`config.mk`:
```
export PLATFORM = sky130hd
export DESIGN_NAME = apscd_decoder
export DESIGN_NICKNAME = d
export VERILOG_FILES = /design/src/hdl/apscd_pkg.sv /design/src/hdl/apscd_decoder.sv
export SDC_FILE = /design/constraint.sdc
export NUM_CORES = 1
export LEC_CHECK = 0
export BUFFER_PORTS_ARGS = -buffer_cell sky130_fd_sc_hd__buf_4
export CORE_MARGIN = 3
export CORE_UTILIZATION = 47
export DETAILED_ROUTE_END_ITERATION = 6
export PLACE_DENSITY_LB_ADDON = 0.05
export REMOVE_ABC_BUFFERS = 1
export SYNTH_ARGS = -nofsm -noshare
export SYNTH_HDL_FRONTEND = slang
export SYNTH_SLANG_ARGS = --single-unit
```
`constraint.sdc`:
```
create_clock -name clk -period 1.84 [get_ports clk]
set_input_delay 0.184 -clock clk [delete_from_list [all_inputs] [get_ports clk]]
set_output_delay 0.184 -clock clk [all_outputs]
set_load 0.03 [all_outputs]
```
`src/hdl/apscd_pkg.sv`:
```
// constants, types and strap decode functions for the strap configuration decoder
// assumes strap levels arrive already digitised as a 3-bit level code
package apscd_pkg;
	// ==========================================================
	// strap level codes (0..3 pull-up strong to weak, 4..7 pull-down weak to strong)
	localparam logic [2:0] LVL_PU_0R   = 3'h0;
	localparam logic [2:0] LVL_PU_4K7  = 3'h1;
	localparam logic [2:0] LVL_PU_22K  = 3'h2;
	localparam logic [2:0] LVL_PU_100K = 3'h3;
	localparam logic [2:0] LVL_PD_100K = 3'h4;
	localparam logic [2:0] LVL_PD_22K  = 3'h5;
	localparam logic [2:0] LVL_PD_4K7  = 3'h6;
	localparam logic [2:0] LVL_PD_0R   = 3'h7;

	// ==========================================================
	// rate families and frame formats
	localparam logic [1:0] RATE_48K  = 2'h0;
	localparam logic [1:0] RATE_96K  = 2'h1;
	localparam logic [1:0] RATE_192K = 2'h2;
	localparam logic [1:0] FMT_TDM   = 2'h0;
	localparam logic [1:0] FMT_LJ    = 2'h1;
	localparam logic [1:0] FMT_I2S   = 2'h2;
	localparam logic [1:0] FMT_NONE  = 2'h3;
	// detected rate codes 0..6 are 32,44.1,48,88.2,96,176.4,192 kHz
	localparam logic [2:0] RATE_CODE_MAX = 3'h6;

	// ==========================================================
	// register map
	localparam logic [31:0] OFS_PORT_CTRL   = 32'h0000_0000;
	localparam logic [31:0] OFS_PORT_STATUS = 32'h0000_0004;
	localparam logic [7:0]  PORT_CTRL_RESET = 8'h00;
	localparam logic [1:0]  RESP_OKAY       = 2'h0;
	localparam logic [1:0]  RESP_SLVERR     = 2'h2;
	// status field positions
	localparam int ST_MODE_LSB = 0;
	localparam int ST_FMT_LSB  = 3;
	localparam int ST_SW       = 6;
	localparam int ST_INVALID  = 7;
	localparam int ST_INRESET  = 8;
	localparam int ST_RATEOK   = 9;

	// audio serial port configuration, layout equals the control register byte
	typedef struct packed {
		logic       launch_rising;  // bit 7
		logic       tdm_max_slots;  // bit 6
		logic [1:0] frame_format;   // bits 5:4
		logic       rate_autodetect;// bit 3
		logic [1:0] rate_family;    // bits 2:1
		logic       role_secondary; // bit 0
	} apscd_port_cfg_type;

	typedef enum logic [1:0] {
		ST_HOLD    = 2'b00,
		ST_CAPTURE = 2'b01,
		ST_RUN     = 2'b11
	} apscd_state_type;

	// strongest pull-up on the mode strap means software control
	function automatic logic apscd_is_sw(input logic [2:0] lvl);
		return lvl == LVL_PU_0R;
	endfunction : apscd_is_sw

	// mode-and-rate strap to role and rate family
	function automatic apscd_port_cfg_type apscd_dec_mode(input apscd_port_cfg_type base,
		input logic [2:0] lvl);
		apscd_port_cfg_type c;
		c = base;
		c.role_secondary  = lvl[2];
		c.rate_autodetect = 1'b0;
		unique case (lvl)
			LVL_PU_0R:   c.rate_family = RATE_48K;
			LVL_PU_4K7:  c.rate_family = RATE_48K;
			LVL_PU_22K:  c.rate_family = RATE_96K;
			LVL_PU_100K: c.rate_family = RATE_192K;
			LVL_PD_100K: c.rate_family = RATE_192K;
			LVL_PD_22K:  c.rate_family = RATE_96K;
			LVL_PD_4K7:  c.rate_family = RATE_48K;
			LVL_PD_0R: begin
				c.rate_family     = RATE_48K;
				c.rate_autodetect = 1'b1;
			end
		endcase
		return c;
	endfunction : apscd_dec_mode

	// format strap to framing, slot count and launch edge
	function automatic apscd_port_cfg_type apscd_dec_fmt(input apscd_port_cfg_type base,
		input logic [2:0] lvl);
		apscd_port_cfg_type c;
		c = base;
		c.tdm_max_slots = 1'b0;
		c.launch_rising = 1'b0;
		unique case (lvl)
			LVL_PU_0R:  c.frame_format = FMT_TDM;
			LVL_PU_4K7: begin
				c.frame_format  = FMT_TDM;
				c.tdm_max_slots = 1'b1;
			end
			LVL_PU_22K: begin
				c.frame_format  = FMT_TDM;
				c.tdm_max_slots = 1'b1;
				c.launch_rising = 1'b1;
			end
			LVL_PD_4K7: c.frame_format = FMT_LJ;
			LVL_PD_0R:  c.frame_format = FMT_I2S;
			default:    c.frame_format = FMT_NONE;
		endcase
		return c;
	endfunction : apscd_dec_fmt
endpackage : apscd_pkg
```
`src/hdl/apscd_decoder.sv`:
```
// audio port strap configuration decoder with an AXI4-Lite register slave
// holds the reset sequencer, strap capture, strap decode and two registers
// assumes strap codes, reset pin and supply monitors are synchronous to clk
// assumes each strap arrives already digitised as one 3-bit level code
// assumes the bus master keeps at most one write and one read under way
`timescale 1ns/1ps
`default_nettype none
module apscd_decoder
	import apscd_pkg::*;
(
	input  wire logic        clk,
	input  wire logic        resetn,
	// device pins and monitors
	input  wire logic        reset_pin_n,        // device reset pin, active low
	input  wire logic        analog_supply_ok,   // analog rail above threshold
	input  wire logic        digital_supply_ok,  // digital rail above threshold
	input  wire logic [2:0]  mode_rate_strap,    // digitised level code
	input  wire logic [2:0]  frame_format_strap, // digitised level code
	input  wire logic [2:0]  detected_rate_code, // rate measured by autodetect
	// decoded configuration
	output logic             device_in_reset,
	output logic             sw_mode,
	output logic             config_valid,
	output logic             format_invalid,
	output logic             rate_detect_ok,
	output apscd_port_cfg_type port_cfg,
	// AXI4-Lite slave
	input  wire logic [31:0] s_axi_awaddr,
	input  wire logic        s_axi_awvalid,
	output logic             s_axi_awready,
	input  wire logic [31:0] s_axi_wdata,
	input  wire logic [3:0]  s_axi_wstrb,
	input  wire logic        s_axi_wvalid,
	output logic             s_axi_wready,
	output logic [1:0]       s_axi_bresp,
	output logic             s_axi_bvalid,
	input  wire logic        s_axi_bready,
	input  wire logic [31:0] s_axi_araddr,
	input  wire logic        s_axi_arvalid,
	output logic             s_axi_arready,
	output logic [31:0]      s_axi_rdata,
	output logic [1:0]       s_axi_rresp,
	output logic             s_axi_rvalid,
	input  wire logic        s_axi_rready
);
	// ==========================================================
	// internal state
	apscd_state_type    state;         // reset sequencer
	logic               hold_now;      // any reset source active
	logic [2:0]         cap_mode;      // captured mode strap level
	logic [2:0]         cap_fmt;       // captured format strap level
	apscd_port_cfg_type hw_cfg;        // decoded strap configuration
	apscd_port_cfg_type ctrl_reg;      // software configuration register
	apscd_port_cfg_type next_cfg;      // configuration to present
	logic [31:0]        aw_addr;       // latched write address
	logic [31:0]        w_data;        // latched write data
	logic [3:0]         w_strb;        // latched write strobes
	logic               aw_have;       // write address held
	logic               w_have;        // write data held
	logic               do_write;      // both halves present
	logic [31:0]        status_word;   // read view of block state

	// ==========================================================
	// address decode
	// a register is hit only by its own aligned word address; the write
	// strobe, the write response and the read mux all use this one test,
	// so a refused address can never slip through one of them
	function automatic logic apscd_word_hit(input logic [31:0] addr,
		input logic [31:0] ofs);
		return (addr[31:2] == ofs[31:2]) && (addr[1:0] == 2'h0);
	endfunction : apscd_word_hit

	// ==========================================================
	// reset sources
	// pin or either supply monitor keeps the device held
	// the hold is a level: the sequencer stays in hold as long as it lasts
	assign hold_now = !reset_pin_n || !analog_supply_ok || !digital_supply_ok;

	// sequencer: hold, capture once on release, then run
	// the capture state sits between release and run so the straps are
	// sampled only once every hold source has let go
	// a new hold at any point sends it straight back to the start
	always_ff @(posedge clk) begin
		if (!resetn) begin
			state <= ST_HOLD;
		end else if (hold_now) begin
			state <= ST_HOLD;
		end else begin
			unique case (state)
				ST_HOLD:    state <= ST_CAPTURE;
				ST_CAPTURE: state <= ST_RUN;
				ST_RUN:     state <= ST_RUN;
				// the unused code falls back to hold and starts a fresh capture
				default:    state <= ST_HOLD;
			endcase
		end
	end

	// strap capture happens only in the capture cycle after release
	// the reset value of the mode level means software mode, so nothing
	// is driven from straps before the first capture
	always_ff @(posedge clk) begin
		if (!resetn) begin
			cap_mode <= LVL_PU_0R;
			cap_fmt  <= LVL_PD_0R;
		end else if (state == ST_CAPTURE) begin
			cap_mode <= mode_rate_strap;
			cap_fmt  <= frame_format_strap;
		end
	end

	// ==========================================================
	// decode
	// captured levels are decoded continuously, so the result stays frozen
	// while running: later strap changes only reach it through a new hold
	// the mode level picks role and rate, the format level the framing
	always_comb begin
		hw_cfg = apscd_dec_fmt(apscd_dec_mode(PORT_CTRL_RESET, cap_mode), cap_fmt);
	end

	// hardware mode takes the straps, software mode the control register
	// the choice follows the captured mode level, never the live strap
	always_comb begin
		if (apscd_is_sw(cap_mode)) begin
			next_cfg = ctrl_reg;
		end else begin
			next_cfg = hw_cfg;
		end
	end

	// presented configuration and flags, updated only while running
	// outside the run the last values stay on the pins and config_valid
	// tells the far side not to trust them
	always_ff @(posedge clk) begin
		if (!resetn) begin
			port_cfg       <= PORT_CTRL_RESET;
			sw_mode        <= 1'b0;
			format_invalid <= 1'b0;
			config_valid   <= 1'b0;
		end else begin
			config_valid <= (state == ST_RUN) && !hold_now;
			if (state == ST_RUN) begin
				port_cfg       <= next_cfg;
				sw_mode        <= apscd_is_sw(cap_mode);
				// reserved format levels only matter in hardware mode
				format_invalid <= !apscd_is_sw(cap_mode) &&
					(hw_cfg.frame_format == FMT_NONE);
			end
		end
	end

	// reset indication follows the sequencer
	// high from the first held edge until the run has begun
	// while resetn is low it reads as held as well
	always_ff @(posedge clk) begin
		if (!resetn) begin
			device_in_reset <= 1'b1;
		end else begin
			device_in_reset <= hold_now || (state != ST_RUN);
		end
	end

	// autodetect result is good only for the seven supported rates
	// code 7 from the rate meter means no supported rate was found
	// the check reads the presented configuration, so it lags by one edge
	always_ff @(posedge clk) begin
		if (!resetn) begin
			rate_detect_ok <= 1'b0;
		end else begin
			rate_detect_ok <= port_cfg.rate_autodetect &&
				(detected_rate_code <= RATE_CODE_MAX);
		end
	end

	// ==========================================================
	// AXI4-Lite write path
	// register map: control word at 0x0 (read/write, low byte only) and
	// status word at 0x4 (read only, a write is answered and dropped);
	// any other or misaligned address is refused with an error response
	// and leaves both registers untouched
	// the write is carried out once both halves are held and no response
	// is still waiting for the master
	assign do_write = aw_have && w_have && !s_axi_bvalid;

	// write address channel, one at a time
	// the address is held until the response has been taken
	always_ff @(posedge clk) begin
		if (!resetn) begin
			s_axi_awready <= 1'b1;
			aw_have       <= 1'b0;
			aw_addr       <= 32'h0000_0000;
		end else if (s_axi_awvalid && s_axi_awready) begin
			// take the address and close the channel until the response
			s_axi_awready <= 1'b0;
			aw_have       <= 1'b1;
			aw_addr       <= s_axi_awaddr;
		end else if (s_axi_bvalid && s_axi_bready) begin
			// response taken: reopen for the next address
			s_axi_awready <= 1'b1;
			aw_have       <= 1'b0;
		end
	end

	// write data channel, independent of the address order
	// data may arrive before, with or after its address
	always_ff @(posedge clk) begin
		if (!resetn) begin
			s_axi_wready <= 1'b1;
			w_have       <= 1'b0;
			w_data       <= 32'h0000_0000;
			w_strb       <= 4'h0;
		end else if (s_axi_wvalid && s_axi_wready) begin
			// take data and strobes and close the channel until the response
			s_axi_wready <= 1'b0;
			w_have       <= 1'b1;
			w_data       <= s_axi_wdata;
			w_strb       <= s_axi_wstrb;
		end else if (s_axi_bvalid && s_axi_bready) begin
			// response taken: reopen for the next data beat
			s_axi_wready <= 1'b1;
			w_have       <= 1'b0;
		end
	end

	// control register, low byte lane only
	// a write without the low byte strobe is answered but changes nothing
	always_ff @(posedge clk) begin
		if (!resetn) begin
			ctrl_reg <= PORT_CTRL_RESET;
		end else if (do_write && apscd_word_hit(aw_addr, OFS_PORT_CTRL) && w_strb[0]) begin
			ctrl_reg <= w_data[7:0];
		end
	end

	// write response, error for unmapped words
	// bvalid and bresp stand until the master raises bready
	always_ff @(posedge clk) begin
		if (!resetn) begin
			s_axi_bvalid <= 1'b0;
			s_axi_bresp  <= RESP_OKAY;
		end else if (do_write) begin
			s_axi_bvalid <= 1'b1;
			if (apscd_word_hit(aw_addr, OFS_PORT_CTRL) ||
				apscd_word_hit(aw_addr, OFS_PORT_STATUS)) begin
				// mapped word: accepted, even when it is the read-only one
				s_axi_bresp <= RESP_OKAY;
			end else begin
				// unmapped or misaligned: refused
				s_axi_bresp <= RESP_SLVERR;
			end
		end else if (s_axi_bvalid && s_axi_bready) begin
			s_axi_bvalid <= 1'b0;
		end
	end

	// ==========================================================
	// AXI4-Lite read path
	// status word built from the block's own state
	// bits 2:0 captured mode level, bits 5:3 captured format level,
	// bit 6 software mode, bit 7 reserved format level, bit 8 held in
	// reset, bit 9 supported rate detected; other bits read as zero
	always_comb begin
		status_word                            = 32'h0000_0000;
		status_word[ST_MODE_LSB +: 3]          = cap_mode;
		status_word[ST_FMT_LSB +: 3]           = cap_fmt;
		status_word[ST_SW]                     = sw_mode;
		status_word[ST_INVALID]                = format_invalid;
		status_word[ST_INRESET]                = device_in_reset;
		status_word[ST_RATEOK]                 = rate_detect_ok;
	end

	// read address, data and response
	// the answer is registered on the same edge that takes the address and
	// stands until the master takes it; the address channel stays shut
	always_ff @(posedge clk) begin
		if (!resetn) begin
			s_axi_arready <= 1'b1;
			s_axi_rvalid  <= 1'b0;
			s_axi_rdata   <= 32'h0000_0000;
			s_axi_rresp   <= RESP_OKAY;
		end else if (s_axi_arvalid && s_axi_arready) begin
			s_axi_arready <= 1'b0;
			s_axi_rvalid  <= 1'b1;
			if (apscd_word_hit(s_axi_araddr, OFS_PORT_CTRL)) begin
				// control word, upper bits read as zero
				s_axi_rdata <= {24'h00_0000, ctrl_reg};
				s_axi_rresp <= RESP_OKAY;
			end else if (apscd_word_hit(s_axi_araddr, OFS_PORT_STATUS)) begin
				// status word, live view
				s_axi_rdata <= status_word;
				s_axi_rresp <= RESP_OKAY;
			end else begin
				s_axi_rdata <= 32'h0000_0000; // unmapped
				s_axi_rresp <= RESP_SLVERR;
			end
		end else if (s_axi_rvalid && s_axi_rready) begin
			s_axi_arready <= 1'b1;
			s_axi_rvalid  <= 1'b0;
		end
	end
endmodule : apscd_decoder
`default_nettype wire

```
### After elaboration in Yosys (flattened, before gate mapping)

Index checks and enable logic that the tools add are counted.

* bits in registers: 113
* bits of input ports: 119
* output and inout bits: 54
* word-level logic and storage cells: 119

* $lt $le $gt $ge: 1
* equality and inequality tests: 17
* multiplexer cells: 23
* bitwise gates (word level): 1
* reductions and logical operators: 44

Operators by type and width (count)
* $eq 30x1->1 const B: 2
* $logic_not 30->1: 2
* $mux 10: 2
* $eq 3x3->1 const B: 6
* $logic_and 1x1->1: 16
* $mux 1: 14
* $pmux 2 s3: 2
* $reduce_or 2->1: 5
* $eq 3x2->1 const B: 3
* $mux 8: 1
* $reduce_bool 2->1: 4
* $eq 3x1->1 const B: 2
* $logic_not 1->1: 6
* $logic_not 2->1: 3
* $logic_not 3->1: 2
* $mux 2: 3
* $reduce_or 3->1: 2
* $eq 2x2->1 const B: 2
* $logic_or 1x1->1: 4
* $pmux 2 s2: 1
* $le 3x3->1 const B: 1
* $eq 2x1->1 const B: 1
* $ne 2x2->1 const B: 1
* $not 1->1: 1

### Logic depth before layout (Yosys ltp)

* depth after elaboration: 5
* depth in mapped cells: 5
* depth with buffers taken out: 4

### Least setup slack after synthesis

No wires, ideal clock.

* kind: register to register
* start point: reg s_axi_bvalid
* end point: reg ctrl_reg[0] (netlist bit)
* library setup time: 72 ps
* data arrival time: 1603 ps
* data required time: 1768 ps
* setup slack: 165 ps
* stages on the path, launching flop included: 5
* path buffers: 0
* clock period less this slack: 1675 ps
* cells stage by stage: dfxtp_1 > and3b_1 > nand4_1 > nor4_4 > mux2i_1

* word-level cells in the longest chain between the ends: 4

RTL lines
* from (decl): RTL line apscd_decoder.sv:36 `output logic s_axi_bvalid,`
* from (signal assigned): RTL line apscd_decoder.sv:239 `s_axi_bvalid <= 1'b0;`
* from (signal assigned): RTL line apscd_decoder.sv:242 `s_axi_bvalid <= 1'b1;`
* from (signal assigned): RTL line apscd_decoder.sv:252 `s_axi_bvalid <= 1'b0;`
* $logic_not 1->1: RTL line apscd_decoder.sv:183 `assign do_write = aw_have && w_have && !s_axi_bvalid;`
* $logic_and 1x1->1: RTL line apscd_decoder.sv:183
* $logic_and 1x1->1 (2 in a row): RTL line apscd_decoder.sv:230 `end else if (do_write && apscd_word_hit(aw_addr, OFS_PORT_CTRL) && w_strb[0]) begin`
* to (signal assigned): RTL line apscd_decoder.sv:231 `ctrl_reg <= w_data[7:0];`
* to (decl): RTL line apscd_decoder.sv:53 `apscd_port_cfg_type ctrl_reg;`

No other way between the ends.
A chain may end at the register's enable or synchronous reset.

### Worst setup path after layout

* start point: reg aw_addr[13]
* end point: reg ctrl_reg[3] (netlist bit)

* word-level cells in the longest chain between the ends: 4

RTL lines
* from (decl): RTL line apscd_decoder.sv:55 `logic [31:0] aw_addr;`
* from (signal assigned): RTL line apscd_decoder.sv:196 `aw_addr <= s_axi_awaddr;`
* $logic_not 30->1: RTL line apscd_decoder.sv:70 `return (addr[31:2] == ofs[31:2]) && (addr[1:0] == 2'h0);`
* $logic_and 1x1->1: RTL line apscd_decoder.sv:70
* $logic_and 1x1->1 (2 in a row): RTL line apscd_decoder.sv:230

No other way between the ends.

==> metrics <==
area of the multi-input gates=1850 µm²; final setup violation count=0; Post-Synth XOR/XNOR Area=0.00456; core area=7810 µm²; Simple-Gate Fraction of Synth Area=0.243; hpwl dp=slightly below 7 mm; VDD IR-drop max=around 0.45 mV; die area=9290 µm²; largest registers=aw_addr: 32 flops, s_axi_rdata: 10 flops; post-route ant nets=0; CP delay by family, top=simple AND/OR/NAND/NOR gates; Layout Skew=0.00932 ns; placed inst area=4780 µm²; Die Height=around 96 µm; area leader, netlist=dfxtp_1; Via Count=3372; CP Max Fanout=8; largest net degree at the start of global routing=72; num ports=173; adder-cell share of the synthesized area=0; gpl congestion=0.826; first-pass GRT wire length=between 10 and 15 mm; Biggest register=aw_addr; Resized cells post-CTS=0; placed instance count=658; CP Buf/Inv Count=1; register area=about 1800 µm²; synthesized cell area=around 3800 µm²; post-synthesis area per instance=~8.5 µm²; final std cell area, no fill=~5000 µm²; CP Class=flop to flop; FP Rows=32; 1st-pass router iterations=4; Post-synth top cells=nand2_1, dfxtp_1, a21boi_0; Hold Crit Class=primary input to flop; Setup crit end kind=flop; #FFs+latches synth=slightly below 90; Clock Sinks=89; drt drc=0; number of max-cap violations=0; total wire length=slightly above 9 mm; Worst Setup Start Kind=flop; final antenna diode count=0; Root Buffer=clkbuf_8; critical path required time=2.11 ns; worst reg-to-reg setup slack=0.13 ns; Area Overhead vs Synth=29.8%; All-Layer GR Usage=0.197; Clock Path Buffers=2; Final Hold Viols=0; synthesized instance count=453; Post-Layout Cell Count=approximately 670; DRT iter0 DRCs=150; # port buffers=~120; TritonCTS buffer count=9; leading register cell type out of synthesis=dfxtp_1; fmax=585 MHz; post-CTS setup buffer count=0; largest family of logic cells by synthesized area=simple AND/OR/NAND/NOR gates; period utilization=0.929; post-synthesis compound-gate area fraction=0.170; Final nets=686; Synth top area share=0.464; YS warnings=0; crit-path max cell delay=about 0.37 ns; vias in the first global route=3034; antenna violations before repair=0; final-report max-slew violation count=0; Final min period=1.71 ns; fraction of layout cells with a size suffix above 1=0.266; clk_lat worst skew=0.35 ns; Netlist cell types=37; worst path cell trace=nor4_1 > nand4_1 > nor4_4 > buf_12 > mux2i_1; status=complete, no violations; Lkg Pwr=~2.1 nW; arrival time worst endpoint=a little under 2 ns; most common cell in the synthesized netlist=nand2_1; Clock Pin Slew Worst Setup and Hold Paths=0.09 ns; Initial Util=0.492; CTS Hold Buffers Added=0; DR vias/cell=5.00; Die W=96.4 µm; critical path's slowest cell=nor4_1; mux contribution to synthesized area=0.0417; H-tree levels=3; TritonCTS clock tree=built; EDFF count, synth=0; RSZ-0062 raised after global routing=no; fillers=723; Largest register FFs=32; WL per Instance=about 13 µm; sequential-to-total area share from yosys stat=0.464; P per Cell Area=787 nW/µm²; Area contributors post-synth=dfxtp_1, nand2_1, a21boi_0, buf_4, mux2i_1; GRT Residual Overflow=0; TNS Setup=0 ns; Synth async-reset ratio=0
-- cell families after synthesis --
logic type,after synthesis
xor gates and xnor gates,2
buffers and inverters,53
AOI/OAI and AO/OA,91
other,1
muxes,16
and+or+nand+nor,201
DFF,89
-- final cells by class --
type | instances | area share
well taps | 102 | 0.0256
clock buffers | 11 | 0.0304
multi-input cells | 334 | 0.372
inverters | 2 | 0.00151
repair buffers | 131 | 0.202
clock inverters | 5 | 0.0108
flip-flops and latches | 89 | 0.358
-- worst reg2reg max path, cell delays in order (launching register included) --
cell and delay (ns):
dfxtp_1 0.32, nor4_1 0.37, nand4_1 0.27, nor4_4 0.32, buf_12 0.17, mux2i_1 0.18
-- per-layer routing --
metal	up-vias	GRT usage	part of all wire
met3	7	0.0367	0.079
met2	112	0.341	0.47
met1	1531	0.242	0.44
met5	-	0	0
li1	1722	-	-
met4	0	0.0771	0.0097
-- cell usage in the layout, fill, tap and decap left out, drive strengths merged, types with 2 or more instances in the layout --
cell type  count
dfxtp         89
nor3           3
mux2i         16
o41ai          8
buf          131
o211a          3
and2          12
a21boi        52
a31oi          2
nand2        139
nand2b         5
clkinv         4
nor2b          3
nand3          5
or4            2
inv            2
clkbuf        11
or3            2
nor2           7
nor4          15
nand4          5
a21oi          9
o21ai         10
conb          24
o211ai         3
-- path summary, 6_finish.rpt --
path,start,end,depth (start not counted)
setup reg to reg,aw_addr[13],ctrl_reg[3],5
hold / removal,detected_rate_code[1],rate_detect_ok,2
setup / recovery,aw_addr[13],ctrl_reg[3],5
hold reg to reg,aw_addr[2],aw_addr[2],2
-- power by group --
group | total [W] | switching, W | internal, W
Combinational | 0.000515 | 0.000278 | 0.000237
Sequential | 0.00205 | 0.0000478 | 0.00200
Clock | 0.00136 | 0.000665 | 0.000698
-- through the flow --
step | worst slack (ns) | utilization | hold WS [ns] | power [W]
2_1_floorplan | 0.155 | - | 0.256 | 0.00234
3_3_place_gp | 0.168 | 0.612 | 0.380 | 0.00260
4_1_cts | 0.110 | 0.638 | 0.0122 | 0.00396
5_1_grt | 0.000298 | 0.638 | 0.0174 | 0.00411
3_5_place_dp | 0.140 | 0.612 | 0.395 | 0.00261
6_report | 0.131 | 0.638 | 0.0256 | 0.00392
Note: power is estimated with default switching activity, not from simulation.
